[src/logic/flag_pkg.sv]
// constants, register map and mode encodings for the servo status flag block
// assumes a classic wishbone slave with 32-bit data and byte addresses
`default_nettype none

package flag_pkg;

    // ----------------------------------------------------------------
    // widths
    // ----------------------------------------------------------------
    localparam int ADDR_W = 6;
    localparam int POS_W = 32;
    localparam int WIN_W = 31;
    localparam int SPD_W = 14;
    localparam int SPD_IN_W = 16;
    localparam int FLAG_N = 3;

    // ----------------------------------------------------------------
    // register byte offsets
    // ----------------------------------------------------------------
    localparam logic [ADDR_W-1:0] OFF_CONTROL = 6'h00;
    localparam logic [ADDR_W-1:0] OFF_DONE_WINDOW = 6'h04;
    localparam logic [ADDR_W-1:0] OFF_CLOSE_WINDOW = 6'h08;
    localparam logic [ADDR_W-1:0] OFF_CONFIG = 6'h0C;
    localparam logic [ADDR_W-1:0] OFF_TORQUE_CAP = 6'h10;
    localparam logic [ADDR_W-1:0] OFF_ALLOC = 6'h14;
    localparam logic [ADDR_W-1:0] OFF_STATUS = 6'h18;
    localparam logic [ADDR_W-1:0] OFF_IRQ_STATUS = 6'h1C;
    localparam logic [ADDR_W-1:0] OFF_IRQ_MASK = 6'h20;
    localparam logic [ADDR_W-1:0] OFF_CONFIG_ACTIVE = 6'h24;

    // ----------------------------------------------------------------
    // field positions
    // ----------------------------------------------------------------
    localparam int CTRL_MODE_LSB = 0;
    localparam int CTRL_RESTART_BIT = 4;
    localparam int CFG_TIMING_LSB = 0;
    localparam int CFG_SOURCE_BIT = 4;
    localparam int CFG_CEILING_BIT = 8;
    localparam int FLAG_DONE = 0;
    localparam int FLAG_CLOSE = 1;
    localparam int FLAG_CLAMP = 2;
    localparam int STAT_ENFORCE_BIT = 4;

    // ----------------------------------------------------------------
    // reset values
    // ----------------------------------------------------------------
    localparam logic [WIN_W-1:0] DONE_WINDOW_RST = 31'h0000_0007;
    localparam logic [WIN_W-1:0] CLOSE_WINDOW_RST = 31'h4000_0000;
    localparam logic [SPD_W-1:0] TORQUE_CAP_RST = 14'h2710;
    localparam logic [FLAG_N-1:0] ALLOC_RST = 3'h0;
    localparam logic [FLAG_N-1:0] MASK_RST = 3'h0;

    // ----------------------------------------------------------------
    // encodings
    // ----------------------------------------------------------------
    typedef enum logic [1:0] {
        MODE_POSITION = 2'h0,
        MODE_SPEED = 2'h1,
        MODE_TORQUE = 2'h3
    } control_mode_t;

    typedef enum logic [1:0] {
        TIMING_ERROR_ONLY = 2'h0,
        TIMING_FILTERED_ZERO = 2'h1,
        TIMING_RAW_ZERO = 2'h2
    } done_timing_t;

    localparam int CYCLE_DIV_DEFAULT = 20;

endpackage

`default_nettype wire

[src/logic/control_cycle_divider.sv]
// divider producing the one-cycle control-cycle enable
// assumes one system clock and a synchronous active-high reset
`default_nettype none

module control_cycle_divider #(
    parameter int DIV = 20
) (
    input wire logic sys_clk, // system clock
    input wire logic reset, // synchronous reset
    output logic tick // one-cycle enable per control cycle
);

    // ----------------------------------------------------------------
    // counter
    // ----------------------------------------------------------------
    localparam int CNT_W = (DIV > 1) ? $clog2(DIV) : 1;
    localparam logic [CNT_W-1:0] LAST = CNT_W'(DIV - 1);
    localparam logic [CNT_W-1:0] ONE = CNT_W'(1);

    logic [CNT_W-1:0] count;
    wire wrap = (count == LAST);

    // count through the cycle and pulse on wrap
    always_ff @(posedge sys_clk) begin
        if (reset) begin
            count <= '0;
            tick <= 1'b0;
        end else begin
            count <= wrap ? '0 : count + ONE;
            tick <= wrap;
        end
    end

endmodule // control_cycle_divider

`default_nettype wire

[src/logic/servo_status_flags.sv]
// position window, near window and torque-mode speed clamp flags
// assumes drive signals on sys_clk and a classic wishbone master
//
// Chosen here: the Wishbone interface to the registers and the placing of the registers.
`default_nettype none

module servo_status_flags #(
    parameter int CYCLE_DIV = flag_pkg::CYCLE_DIV_DEFAULT
) (
    input wire logic sys_clk, // system clock
    input wire logic reset, // synchronous reset
    input wire logic wb_cyc_i, // bus cycle
    input wire logic wb_stb_i, // strobe
    input wire logic wb_we_i, // write enable
    input wire logic [flag_pkg::ADDR_W-1:0] wb_adr_i, // byte address
    input wire logic [3:0] wb_sel_i, // byte lanes
    input wire logic [31:0] wb_dat_i, // write data
    output logic [31:0] wb_dat_o, // read data
    output logic wb_ack_o, // acknowledge
    input wire logic [flag_pkg::POS_W-1:0] ref_count, // host reference count
    input wire logic [flag_pkg::POS_W-1:0] motor_travel, // motor travel count
    input wire logic [flag_pkg::POS_W-1:0] filtered_ref_step, // filtered reference step
    input wire logic [flag_pkg::POS_W-1:0] raw_ref_step, // raw reference step
    input wire logic [flag_pkg::SPD_IN_W-1:0] motor_speed, // signed motor speed
    input wire logic [flag_pkg::SPD_W-1:0] max_motor_speed, // motor top speed
    input wire logic [flag_pkg::SPD_W-1:0] overspeed_speed, // overspeed trip speed
    input wire logic [flag_pkg::SPD_W-1:0] host_speed_cap, // host speed limit
    output logic positioning_done_out, // done flag
    output logic positioning_done_oe, // done flag driven
    output logic positioning_close_out, // near flag
    output logic positioning_close_oe, // near flag driven
    output logic speed_clamp_active_out, // clamp flag
    output logic speed_clamp_active_oe, // clamp flag driven
    output logic [flag_pkg::SPD_W-1:0] speed_limit, // active speed limit
    output logic speed_limit_enable, // limit enforced
    output logic irq // level interrupt
);

    // ----------------------------------------------------------------
    // helpers
    // ----------------------------------------------------------------

    // magnitude of a two's complement word
    function automatic logic [flag_pkg::POS_W-1:0] magnitude(
        input logic [flag_pkg::POS_W-1:0] v
    );
        magnitude = v[flag_pkg::POS_W-1] ? flag_pkg::POS_W'(~v + 1'b1) : v;
    endfunction

    // byte-lane merge of a write into a register word
    function automatic logic [31:0] merge(
        input logic [31:0] old,
        input logic [31:0] wdat,
        input logic [3:0] sel
    );
        logic [31:0] r;
        r = old;
        for (int i = 0; i < 4; i++) begin
            if (sel[i]) begin
                r[i*8 +: 8] = wdat[i*8 +: 8];
            end
        end
        merge = r;
    endfunction

    // word decode of a byte offset
    function automatic logic hit(
        input logic [flag_pkg::ADDR_W-1:0] adr,
        input logic [flag_pkg::ADDR_W-1:0] off
    );
        hit = (adr[flag_pkg::ADDR_W-1:2] == off[flag_pkg::ADDR_W-1:2]);
    endfunction

    // ----------------------------------------------------------------
    // control cycle enable
    // ----------------------------------------------------------------
    logic tick;

    control_cycle_divider #(
        .DIV(CYCLE_DIV)
    ) u_divider (
        .sys_clk(sys_clk),
        .reset(reset),
        .tick(tick)
    );

    // ----------------------------------------------------------------
    // register storage
    // ----------------------------------------------------------------
    flag_pkg::control_mode_t control_mode;
    logic [flag_pkg::WIN_W-1:0] done_window_param;
    logic [flag_pkg::WIN_W-1:0] close_window_param;
    logic [1:0] pend_timing;
    logic pend_source;
    logic pend_ceiling;
    flag_pkg::done_timing_t done_timing_param;
    logic speed_cap_source_param;
    logic cap_ceiling_select_param;
    logic [flag_pkg::SPD_W-1:0] torque_mode_speed_cap_param;
    logic [flag_pkg::FLAG_N-1:0] alloc;
    logic [flag_pkg::FLAG_N-1:0] irq_status;
    logic [flag_pkg::FLAG_N-1:0] irq_mask;
    logic [flag_pkg::FLAG_N-1:0] flags;

    // ----------------------------------------------------------------
    // bus decode
    // ----------------------------------------------------------------

    // one access per request, answered the next cycle
    wire access = wb_cyc_i & wb_stb_i & ~wb_ack_o;
    wire wr = access & wb_we_i;
    wire wr_control = wr & hit(wb_adr_i, flag_pkg::OFF_CONTROL);
    wire wr_done_win = wr & hit(wb_adr_i, flag_pkg::OFF_DONE_WINDOW);
    wire wr_close_win = wr & hit(wb_adr_i, flag_pkg::OFF_CLOSE_WINDOW);
    wire wr_config = wr & hit(wb_adr_i, flag_pkg::OFF_CONFIG);
    wire wr_cap = wr & hit(wb_adr_i, flag_pkg::OFF_TORQUE_CAP);
    wire wr_alloc = wr & hit(wb_adr_i, flag_pkg::OFF_ALLOC);
    wire wr_irq_status = wr & hit(wb_adr_i, flag_pkg::OFF_IRQ_STATUS);
    wire wr_irq_mask = wr & hit(wb_adr_i, flag_pkg::OFF_IRQ_MASK);

    // current register words for merging and readback
    wire [31:0] control_word = {30'h0, control_mode};
    wire [31:0] done_win_word = {1'b0, done_window_param};
    wire [31:0] close_win_word = {1'b0, close_window_param};
    wire [31:0] pend_word = {23'h0, pend_ceiling, 3'h0, pend_source, 2'h0, pend_timing};
    wire [31:0] active_word = {23'h0, cap_ceiling_select_param, 3'h0,
                               speed_cap_source_param, 2'h0, done_timing_param};
    wire [31:0] cap_word = {18'h0, torque_mode_speed_cap_param};
    wire [31:0] alloc_word = {29'h0, alloc};
    wire [31:0] status_word = {27'h0, speed_limit_enable, 1'b0, flags};
    wire [31:0] irq_status_word = {29'h0, irq_status};
    wire [31:0] irq_mask_word = {29'h0, irq_mask};

    // merged write values
    wire [31:0] control_new = merge(control_word, wb_dat_i, wb_sel_i);
    wire [31:0] done_win_new = merge(done_win_word, wb_dat_i, wb_sel_i);
    wire [31:0] close_win_new = merge(close_win_word, wb_dat_i, wb_sel_i);
    wire [31:0] config_new = merge(pend_word, wb_dat_i, wb_sel_i);
    wire [31:0] cap_new = merge(cap_word, wb_dat_i, wb_sel_i);
    wire [31:0] alloc_new = merge(alloc_word, wb_dat_i, wb_sel_i);
    wire [31:0] mask_new = merge(irq_mask_word, wb_dat_i, wb_sel_i);
    wire [31:0] clear_bits = merge(32'h0000_0000, wb_dat_i, wb_sel_i);

    // restart request loads the pending configuration
    wire restart = wr_control & wb_sel_i[0] & wb_dat_i[flag_pkg::CTRL_RESTART_BIT];

    // read selection, zero for unmapped words
    wire [31:0] next_rdata =
        hit(wb_adr_i, flag_pkg::OFF_CONTROL) ? control_word :
        hit(wb_adr_i, flag_pkg::OFF_DONE_WINDOW) ? done_win_word :
        hit(wb_adr_i, flag_pkg::OFF_CLOSE_WINDOW) ? close_win_word :
        hit(wb_adr_i, flag_pkg::OFF_CONFIG) ? pend_word :
        hit(wb_adr_i, flag_pkg::OFF_TORQUE_CAP) ? cap_word :
        hit(wb_adr_i, flag_pkg::OFF_ALLOC) ? alloc_word :
        hit(wb_adr_i, flag_pkg::OFF_STATUS) ? status_word :
        hit(wb_adr_i, flag_pkg::OFF_IRQ_STATUS) ? irq_status_word :
        hit(wb_adr_i, flag_pkg::OFF_IRQ_MASK) ? irq_mask_word :
        hit(wb_adr_i, flag_pkg::OFF_CONFIG_ACTIVE) ? active_word : 32'h0000_0000;

    // ----------------------------------------------------------------
    // bus answer
    // ----------------------------------------------------------------

    // ack and read data one cycle after the request
    always_ff @(posedge sys_clk) begin
        if (reset) begin
            wb_ack_o <= 1'b0;
            wb_dat_o <= 32'h0000_0000;
        end else begin
            wb_ack_o <= access;
            wb_dat_o <= (access & ~wb_we_i) ? next_rdata : 32'h0000_0000;
        end
    end

    // ----------------------------------------------------------------
    // immediate parameters
    // ----------------------------------------------------------------

    // windows, cap, allocation and mode take effect at once
    always_ff @(posedge sys_clk) begin
        if (reset) begin
            control_mode <= flag_pkg::MODE_POSITION;
            done_window_param <= flag_pkg::DONE_WINDOW_RST;
            close_window_param <= flag_pkg::CLOSE_WINDOW_RST;
            torque_mode_speed_cap_param <= flag_pkg::TORQUE_CAP_RST;
            alloc <= flag_pkg::ALLOC_RST;
            irq_mask <= flag_pkg::MASK_RST;
        end else begin
            if (wr_control) begin
                control_mode <= flag_pkg::control_mode_t'(control_new[1:0]);
            end
            if (wr_done_win) begin
                done_window_param <= done_win_new[flag_pkg::WIN_W-1:0];
            end
            if (wr_close_win) begin
                close_window_param <= close_win_new[flag_pkg::WIN_W-1:0];
            end
            if (wr_cap) begin
                torque_mode_speed_cap_param <= cap_new[flag_pkg::SPD_W-1:0];
            end
            if (wr_alloc) begin
                alloc <= alloc_new[flag_pkg::FLAG_N-1:0];
            end
            if (wr_irq_mask) begin
                irq_mask <= mask_new[flag_pkg::FLAG_N-1:0];
            end
        end
    end

    // ----------------------------------------------------------------
    // restart-time parameters
    // ----------------------------------------------------------------

    // pending copy written freely, active copy loaded on restart
    always_ff @(posedge sys_clk) begin
        if (reset) begin
            pend_timing <= flag_pkg::TIMING_ERROR_ONLY;
            pend_source <= 1'b0;
            pend_ceiling <= 1'b0;
            done_timing_param <= flag_pkg::TIMING_ERROR_ONLY;
            speed_cap_source_param <= 1'b0;
            cap_ceiling_select_param <= 1'b0;
        end else begin
            if (wr_config) begin
                pend_timing <= config_new[flag_pkg::CFG_TIMING_LSB +: 2];
                pend_source <= config_new[flag_pkg::CFG_SOURCE_BIT];
                pend_ceiling <= config_new[flag_pkg::CFG_CEILING_BIT];
            end
            if (restart) begin
                done_timing_param <= flag_pkg::done_timing_t'(pend_timing);
                speed_cap_source_param <= pend_source;
                cap_ceiling_select_param <= pend_ceiling;
            end
        end
    end

    // ----------------------------------------------------------------
    // position window compare
    // ----------------------------------------------------------------

    // absolute position error against both windows
    wire [flag_pkg::POS_W-1:0] pos_error = flag_pkg::POS_W'(ref_count - motor_travel);
    wire [flag_pkg::POS_W-1:0] error_mag = magnitude(pos_error);
    wire below_done = error_mag < {1'b0, done_window_param};
    wire below_close = error_mag < {1'b0, close_window_param};
    wire position_mode = (control_mode == flag_pkg::MODE_POSITION);
    wire torque_mode = (control_mode == flag_pkg::MODE_TORQUE);

    // extra qualifier chosen by the done timing setting
    wire timing_ok =
        (done_timing_param == flag_pkg::TIMING_FILTERED_ZERO) ? (filtered_ref_step == '0) :
        (done_timing_param == flag_pkg::TIMING_RAW_ZERO) ? (raw_ref_step == '0) :
        1'b1;

    wire next_done = position_mode & below_done & timing_ok;
    wire next_close = below_close;

    // ----------------------------------------------------------------
    // speed limit
    // ----------------------------------------------------------------

    // internal limit bounded by motor top speed or overspeed trip
    wire [flag_pkg::SPD_W-1:0] ceiling = cap_ceiling_select_param ? overspeed_speed
                                                                  : max_motor_speed;
    wire [flag_pkg::SPD_W-1:0] internal_cap =
        (torque_mode_speed_cap_param < ceiling) ? torque_mode_speed_cap_param : ceiling;
    wire [flag_pkg::SPD_W-1:0] next_limit = speed_cap_source_param ? host_speed_cap
                                                                   : internal_cap;

    // speed magnitude widened to the error width
    wire [flag_pkg::POS_W-1:0] speed_word =
        {{(flag_pkg::POS_W - flag_pkg::SPD_IN_W){motor_speed[flag_pkg::SPD_IN_W-1]}},
         motor_speed};
    wire [flag_pkg::POS_W-1:0] speed_mag = magnitude(speed_word);
    wire at_limit = speed_mag >= {{(flag_pkg::POS_W - flag_pkg::SPD_W){1'b0}}, next_limit};
    wire next_clamp = torque_mode & at_limit;

    wire [flag_pkg::FLAG_N-1:0] next_flags = {next_clamp, next_close, next_done};

    // ----------------------------------------------------------------
    // flag evaluation
    // ----------------------------------------------------------------

    // flags and limit refreshed once per control cycle
    always_ff @(posedge sys_clk) begin
        if (reset) begin
            flags <= '0;
            speed_limit <= flag_pkg::TORQUE_CAP_RST;
            speed_limit_enable <= 1'b0;
        end else if (tick) begin
            flags <= next_flags;
            speed_limit <= next_limit;
            speed_limit_enable <= torque_mode;
        end
    end

    // ----------------------------------------------------------------
    // output pins
    // ----------------------------------------------------------------

    // allocation gates each flag onto its pin
    wire [flag_pkg::FLAG_N-1:0] pin_flags = alloc & flags;

    // allocated flags drive high when true, unallocated stay released
    always_ff @(posedge sys_clk) begin
        if (reset) begin
            positioning_done_out <= 1'b0;
            positioning_done_oe <= 1'b0;
            positioning_close_out <= 1'b0;
            positioning_close_oe <= 1'b0;
            speed_clamp_active_out <= 1'b0;
            speed_clamp_active_oe <= 1'b0;
        end else begin
            positioning_done_out <= pin_flags[flag_pkg::FLAG_DONE];
            positioning_done_oe <= alloc[flag_pkg::FLAG_DONE];
            positioning_close_out <= pin_flags[flag_pkg::FLAG_CLOSE];
            positioning_close_oe <= alloc[flag_pkg::FLAG_CLOSE];
            speed_clamp_active_out <= pin_flags[flag_pkg::FLAG_CLAMP];
            speed_clamp_active_oe <= alloc[flag_pkg::FLAG_CLAMP];
        end
    end

    // ----------------------------------------------------------------
    // interrupts
    // ----------------------------------------------------------------

    // rising flags are events; a set in the clearing cycle wins
    wire [flag_pkg::FLAG_N-1:0] events = tick ? (next_flags & ~flags) : '0;
    wire [flag_pkg::FLAG_N-1:0] clears = wr_irq_status ? clear_bits[flag_pkg::FLAG_N-1:0] : '0;

    always_ff @(posedge sys_clk) begin
        if (reset) begin
            irq_status <= '0;
            irq <= 1'b0;
        end else begin
            irq_status <= (irq_status & ~clears) | events;
            irq <= |(((irq_status & ~clears) | events) & irq_mask);
        end
    end

endmodule // servo_status_flags

`default_nettype wire

[config.mk]
export PLATFORM = sky130hd
export DESIGN_NAME = servo_status_flags
export DESIGN_NICKNAME = d
export VERILOG_FILES = /design/src/logic/flag_pkg.sv /design/src/logic/control_cycle_divider.sv /design/src/logic/servo_status_flags.sv
export SDC_FILE = /design/constraint.sdc
export NUM_CORES = 1
export LEC_CHECK = 0
export BUFFER_PORTS_ARGS = -buffer_cell sky130_fd_sc_hd__clkbuf_2
export CORE_MARGIN = 4
export CORE_UTILIZATION = 50
export CTS_BUF_LIST = sky130_fd_sc_hd__clkbuf_16
export DETAILED_ROUTE_END_ITERATION = 6
export HOLD_SLACK_MARGIN = 0.15
export PLACE_DENSITY_LB_ADDON = 0.2
export SLEW_MARGIN = 20
export SYNTH_ARGS = -nofsm -noshare
export SYNTH_HDL_FRONTEND = slang
export SYNTH_SLANG_ARGS = --single-unit
[constraint.sdc]
create_clock -name sys_clk -period 9.45 [get_ports sys_clk]
set_input_delay 0 -clock sys_clk [delete_from_list [all_inputs] [get_ports sys_clk]]
set_output_delay 0 -clock sys_clk [all_outputs]
set_load 0.03 [all_outputs]
==> results of run 1 <==
[worst max-delay path, delay by kind of cell, from the launching register on]
family | cells | cell delay, ps
buffers and inverters | 1 | 290
adders and majority gates | 2 | 570
and+or+nand+nor | 5 | 550
AOI/OAI and AO/OA | 15 | 3200
DFF | 1 | 890
muxes | 1 | 350
[power by group through the flow]
stage | registers (uW) | logic (uW) | clock network [uW]
floorplan | 685 | 492 | 0
global placement | 685 | 657 | 0
detailed placement | 685 | 682 | 0
CTS | 670 | 705 | 654
global route | 670 | 796 | 684
finish | 670 | 706 | 649
[cell usage after synthesis (all sizes together), types with 20 or more instances]
master / instances
a21o: 36
a21oi: 91
a22oi: 22
and3: 20
clkbuf: 56
dfxtp: 158
ha: 121
inv: 116
mux2i: 65
nand2: 153
nand3: 50
nand3b: 23
nand4: 25
nor2: 141
nor2b: 20
nor3: 29
nor4: 23
o21ai: 46
or3: 24
xnor2: 39
[cells by family (layout without fill, tap and decap cells)]
| kind of cell | Yosys count | in the layout | synth area share (%) |
|---|---|---|---|
| compound gates | 368 | 368 | 21.9 |
| buf+inv | 189 | 496 | 6.23 |
| simple gates | 565 | 565 | 23.4 |
| mux | 70 | 70 | 5.82 |
| fa+ha+maj | 122 | 122 | 12.6 |
| xor+xnor | 55 | 55 | 3.97 |
| other cells | 1 | 3 | 0.0309 |
| flops | 158 | 158 | 26.0 |
[worst min-delay path by stage]
stage / end / slack, ps / cells after the start
after floorplan: done_window_param[2] / 120 / 2
after global placement: close_window_param[21] / 250 / 3
after detailed placement: done_window_param[24] / 260 / 3
after CTS: speed_limit[7] / 160 / 4
after global routing: speed_limit[0] / 190 / 4
final: speed_limit[7] / 170 / 4
[area by class of cell]
type	count	share of cell area [%]
clock inverter	15	0.868
clock buffer	17	2.86
tap	319	2.69
timing repair buffer	348	13.8
sequential	158	21.3
multi-input combinational	1181	55.5
antenna	2	0.0337
inverter	116	2.93
[state kept, by name (all words and copies together) (netlist names), 3 cells and up]
name	cells
irq_mask	3
flags	3
wb_dat_o	31
u_divider.count	5
close_window_param	31
speed_limit	14
torque_mode_speed_cap_param	14
alloc	3
irq_status	3
done_window_param	31
[per-layer routing]
| metal | track usage, % | up-vias | part of all wire (%) |
|---|---|---|---|
| li1 | - | 6154 | - |
| met1 | 33.9 | 5797 | 43 |
| met2 | 45.5 | 482 | 47 |
| met3 | 4.32 | 73 | 7.1 |
| met4 | 9.45 | 0 | 2.8 |
| met5 | 0 | - | 0 |
[stage by stage]
step | area [um2] | power (uW) | setup WS (ps)
6_report | 14900 | 2030 | 3480
5_1_grt | 14900 | 2150 | 3170
4_1_cts | 14800 | 2030 | 3450
3_5_place_dp | 13700 | 1370 | 3330
3_3_place_gp | 13700 | 1340 | 3400
2_1_floorplan | 12100 | 1180 | 3770
[timing repair]
item	in CTS	in global routing
gates resized for setup	0	0
endpoints found under the hold margin	116	0
hold buffers	58	0
==> results.py, run 1 <==
metrics = {
    "outcome": {
        "status": "completed",
    },
    "cells_and_area": {
        "area_growth_pct": 22.3,
        "layout_common_cells": "282 x clkbuf_2, 158 x dfxtp_1, 152 x nand2_1",
        "multi_input_area_um2": 8240,
        "drive_above_1_share_pct": 20.1,
        "nFillCells": 2167,
        "utilization_pct": 62.7,
        "final_common_cell": "clkbuf_2",
        "regArea_um2": 3160,
        "fin_nets": 2177,
        "final_cell_count_no_fill": 2156,
    },
    "timing": {
        "timing.hold.ws_ps": 172,
        "fin_skew_ps": 9.30,
        "finalSetupViolations": 0,
        "fmax_mhz": 168,
        "rsz0062_at_grt": "no",
        "hold_violations": 0,
        "setup-tns-final_ps": 0,
        "tightestPinTransition_ps": 1080,
        "max-slew-margin-rel_pct": 27.9,
        "period_share_pct": 63.1,
        "drv_slew": 0,
        "period_needed_ps": 5970,
    },
    "yosys": {
        "synth-main-ff-cell": "dfxtp_1",
        "synth_top_area_share_pct": 26.0,
        "synth_cells": 1528,
        "yosys_warnings": 0,
        "avgSynthCellArea_um2": 7.95,
        "synthArstFlopShare_pct": 0,
        "ys_ff_latch": 158,
        "syn-num-nets": 1883,
        "ys_types": 99,
        "synth_edf_count": 0,
        "synth_top_cell_by_area": "dfxtp_1",
        "yosysSeqAreaShare_pct": 26.0,
        "synth_area_leaders": "dfxtp_1 26%, ha_1 12%, mux2i_1 5.4%, nand2_1 4.7%, nor2_1 4.3%",
        "synth_area_um2": 12100,
    },
    "power_and_ir_drop": {
        "p_seq_share_pct": 33.1,
        "clkPwrFrac_pct": 32.1,
        "power.leakage_uw": 0.00655,
        "p_int_uw": 1320,
        "power_density_nw_per_um2": 136,
        "ir_worst_vdd_mv": 0.110,
        "switching_share_pct": 34.6,
        "combPwrFrac_pct": 34.9,
        "p_sw_uw": 701,
    },
    "route": {
        "post_drt_wl_per_cell_um": 17.1,
        "antenna_left": 0,
        "dr_total_vias": 12500,
        "viasPerCell": 5.80,
        "drt_iter0_markers": 1072,
        "drt_wl_total_mm": 36.9,
        "firstDrtPassIters": 7,
        "route.detailed.drc": 0,
    },
    "clocking": {
        "clkSlewWorstSetupHoldPaths_ps": 70,
        "cts_root_buf": "clkbuf_16",
        "cts_tree": "done",
        "cts_setup_buffers": 0,
        "insertion_delay_ps": 440,
        "h-tree-depth": 4,
        "cts.sinks": 158,
        "clockBufferDepth": 2,
        "numCtsBuffers": 17,
    },
    "worst_setup_path": {
        "critPathRequiredTime_ps": 9770,
        "worstSetupStartpointType": "flip-flop",
        "rrSetupSlack_ps": 3480,
        "crit_path_end_kind": "flip-flop",
        "cp_cell_sequence": "mux2i_1 -> ha_1 -> a21o_1 -> a21o_1 -> a21o_1 -> a21oi_1 -> nor2b_1 -> o21ai_0 -> nand2b_1 -> a221oi_2 -> buf_4 -> or3_1 -> nand3_1 -> ha_1 -> nand2b_1 -> a21o_1 -> a21o_1 -> a21o_1 -> a2111oi_0 -> o311ai_0 -> a31oi_1 -> o31ai_1 -> o2bb2ai_1 -> a211o_1",
        "endpoint": "irq",
        "cp_slowest_cell": "dfxtp_1",
        "regToRegEndpoint": "irq",
        "r2r-start": "cap_ceiling_select_param",
        "path_common_cell": "a21o_1",
        "path_class": "flip-flop to flip-flop",
        "max_stage_delay_ps": 890,
        "worst-path-max-fanout": 28,
        "worstPathArrival_ps": 6290,
        "cp-startpoint": "cap_ceiling_select_param",
        "reg2reg_depth": 24,
    },
    "global_routing": {
        "grt_pass1_wl_mm": 58.5,
        "overflow": 0,
        "track_usage_pct": 26.6,
        "grt_max_degree": 69,
        "antenna_found_initial": 2,
        "grt_pass1_vias": 12000,
    },
    "floorplan": {
        "pin_count": 288,
        "start_util_pct": 51.3,
        "num_rows": 56,
        "die_h_um": 164,
        "core_um2": 23700,
        "dieArea_um2": 26900,
        "die_width_um": 164,
    },
    "placed_design": {
        "dpl.cell_count": 2064,
        "place.gp.congestion": 0.917,
        "place_hpwl_mm": 28.8,
        "port_buffers": 283,
    },
    "worst_hold_path": {
        "hold_path.class": "primary input to flip-flop",
        "min-delay-start": "max_motor_speed[7]",
    },
    "flow_run": {
        "drv_cap": 0,
    },
}
Power figures use the tool's default switching activity.
==> run 2, diff against run 1 <==
- ABC_AREA: not set -> 1
- clock period: 9.45 -> 5.8 ns (I/O delays scaled with it)
==> run 2 against run 1 <==
Against the previous run:
- clock power rose by 65%
- sequential share of layout area up 0.33 points
- synthesized cell count rose by 15%
- cell count grew 12%
- largest cell class unchanged
- largest power group unchanged
==> results.py, run 2 <==
metrics = {
    "yosys": {
        "synth_area_um2": 11800,
        "synthArstFlopShare_pct": 0,
        "yosys-top-cells-count": "330 x nand2_1, 279 x inv_1, 189 x a21oi_1",
        "synth_edf_count": 0,
        "synth_most_common_cell": "nand2_1",
        "avgSynthCellArea_um2": 6.72,
        "ys_ff_latch": 158,
        "syn-num-nets": 2107,
        "yosysSeqAreaShare_pct": 26.9,
        "synth-main-ff-cell": "dfxtp_1",
        "synth_cells": 1752,
        "yosys_warnings": 0,
        "ys_types": 53,
        "synth_top_area_share_pct": 26.9,
        "synth_top_cell_by_area": "dfxtp_1",
        "synth_area_leaders": "dfxtp_1 27%, ha_1 13%, nand2_1 11%, inv_1 8.9%, a21oi_1 8.0%",
    },
    "clocking": {
        "insertion_delay_ps": 430,
        "cts_hold_buf": 60,
        "cts_root_buf": "clkbuf_16",
        "clkSlewWorstSetupHoldPaths_ps": 60,
        "clockBufferDepth": 2,
        "h-tree-depth": 4,
        "ctsResizeCount": 0,
        "numCtsBuffers": 17,
        "cts_tree": "done",
        "cts_setup_buffers": 0,
        "cts.sinks": 158,
    },
    "placed_design": {
        "place.gp.congestion": 0.915,
        "dpl.cell_count": 2312,
        "place_hpwl_mm": 28.4,
        "port_buffers": 283,
    },
    "flow_run": {
        "drv_cap": 0,
    },
    "timing": {
        "max-slew-margin-rel_pct": 33.3,
        "period_share_pct": 84.4,
        "tightestPinTransition_ps": 994,
        "fmax_mhz": 204,
        "fin_skew_ps": 9.32,
        "setup-tns-final_ps": 0,
        "period_needed_ps": 4900,
        "drv_slew": 0,
        "finalSetupViolations": 0,
        "rsz0062_at_grt": "no",
        "hold_violations": 0,
    },
    "worst_setup_path": {
        "worstSetupStartpointType": "flip-flop",
        "worst-path-max-fanout": 28,
        "path_class": "flip-flop to flip-flop",
        "worstPathArrival_ps": 5200,
        "max_stage_delay_ps": 860,
        "rrSetupSlack_ps": 900,
        "cp_slowest_cell": "dfxtp_1",
        "critPathRequiredTime_ps": 6100,
        "crit_path_end_kind": "flip-flop",
        "path_common_cell": "nand2_1",
    },
    "cells_and_area": {
        "final_cell_count_no_fill": 2404,
        "drive_above_1_share_pct": 17.2,
        "fin_nets": 2433,
        "final_common_cell": "nand2_1",
        "layout_common_cells": "330 x nand2_1, 283 x inv_1, 283 x clkbuf_2",
        "area_growth_pct": 24.3,
        "top_regs": "close_window_param x31, done_window_param x31, wb_dat_o x31",
        "n_antenna_cell": 0,
    },
    "floorplan": {
        "dieArea_um2": 26100,
        "die_width_um": 161,
        "num_rows": 55,
        "pin_count": 288,
        "die_h_um": 161,
        "start_util_pct": 51.4,
        "core_um2": 22900,
    },
    "power_and_ir_drop": {
        "power_density_nw_per_um2": 224,
        "power.total_uw": 3270,
        "power.leakage_uw": 0.00695,
        "ir_worst_vdd_mv": 0.205,
    },
    "worst_hold_path": {
        "hold_path.class": "primary input to flip-flop",
    },
    "route": {
        "drt_wl_total_mm": 35.7,
        "route.detailed.drc": 0,
        "drt_iter0_markers": 1038,
        "antenna_left": 0,
        "viasPerCell": 5.23,
        "post_drt_wl_per_cell_um": 14.9,
        "firstDrtPassIters": 5,
        "dr_total_vias": 12600,
    },
    "global_routing": {
        "overflow": 0,
        "grt_max_degree": 51,
        "antenna_found_initial": 0,
        "track_usage_pct": 26.6,
        "grt_pass1_vias": 12000,
        "grt_pass1_wl_mm": 57.8,
    },
    "outcome": {
        "status": "completed",
    },
}
run 2: cell count changes in the layout (fill, tap and decap cells not counted), moves of 22 or more:
cell	before	now
a21o_1	34	4
a21oi_1	91	189
a22oi_1	22	0
inv_1	116	283
mux2i_1	65	16
nand2_1	152	330
o21ai_0	42	150
or3_1	24	0
xnor2_1	39	16
run 2: worst paths after layout:
path | cells past startpoint | to | from
max | 30 | irq | cap_ceiling_select_param
min | 5 | pend_ceiling | wb_sel_i[1]
max reg2reg | 30 | irq | cap_ceiling_select_param
min reg2reg | 1 | u_divider.count[0] | u_divider.count[0]
run 2: cell type report:
| cell class | count | area, um2 |
|---|---|---|
| Clock buffer | 17 | 425 |
| Multi-Input combinational cell | 1263 | 7360 |
| Timing Repair Buffer | 351 | 2080 |
| Tap cell | 313 | 392 |
| Clock inverter | 15 | 131 |
| Inverter | 287 | 1080 |
| Fill cell | 2112 | 8290 |
| Sequential cell | 158 | 3160 |
run 2: metal layers:
metal,routed length (um),vias up,share of wire [%],GRT usage [%]
met3,2290,61,6.4,3.50
li1,-,6468,-,-
met4,921,0,2.6,8.34
met5,0,-,0,0
met2,17000,467,48,46.8
met1,15500,5580,43,33.9
run 2: cells by family after synthesis:
family | after synthesis | share of synthesized area [%]
and+or+nand+nor | 649 | 24.0
AOI/OAI and AO/OA | 424 | 20.0
buffers and inverters | 331 | 10.6
DFF | 158 | 26.9
adders and majority gates | 122 | 13.0
xor gates and xnor gates | 51 | 4.02
muxes | 16 | 1.36
other | 1 | 0.0319
run 2: power breakdown:
group	internal (uW)	switching [uW]
sequential	1090	3.36
combinational	444	660
clock	624	449
total	2160	1110
run 2: critical path, delay by kind of cell (launching register included):
| family | cells | cell delay [ps] |
|---|---|---|
| AOI/OAI and AO/OA | 8 | 1320 |
| and+or+nand+nor | 17 | 1220 |
| DFF | 1 | 860 |
| adders and majority gates | 2 | 630 |
| muxes | 1 | 460 |
| buffers and inverters | 2 | 280 |
run 2: metrics by stage:
step	area, um2	hold slack, ps	setup slack [ps]	util [%]
2_1_floorplan	11800	83.6	1650	-
3_3_place_gp	13500	236	1150	58.8
3_5_place_dp	13500	247	966	58.8
4_1_cts	14600	151	956	63.8
5_1_grt	14600	222	520	63.8
6_report	14600	173	904	63.8
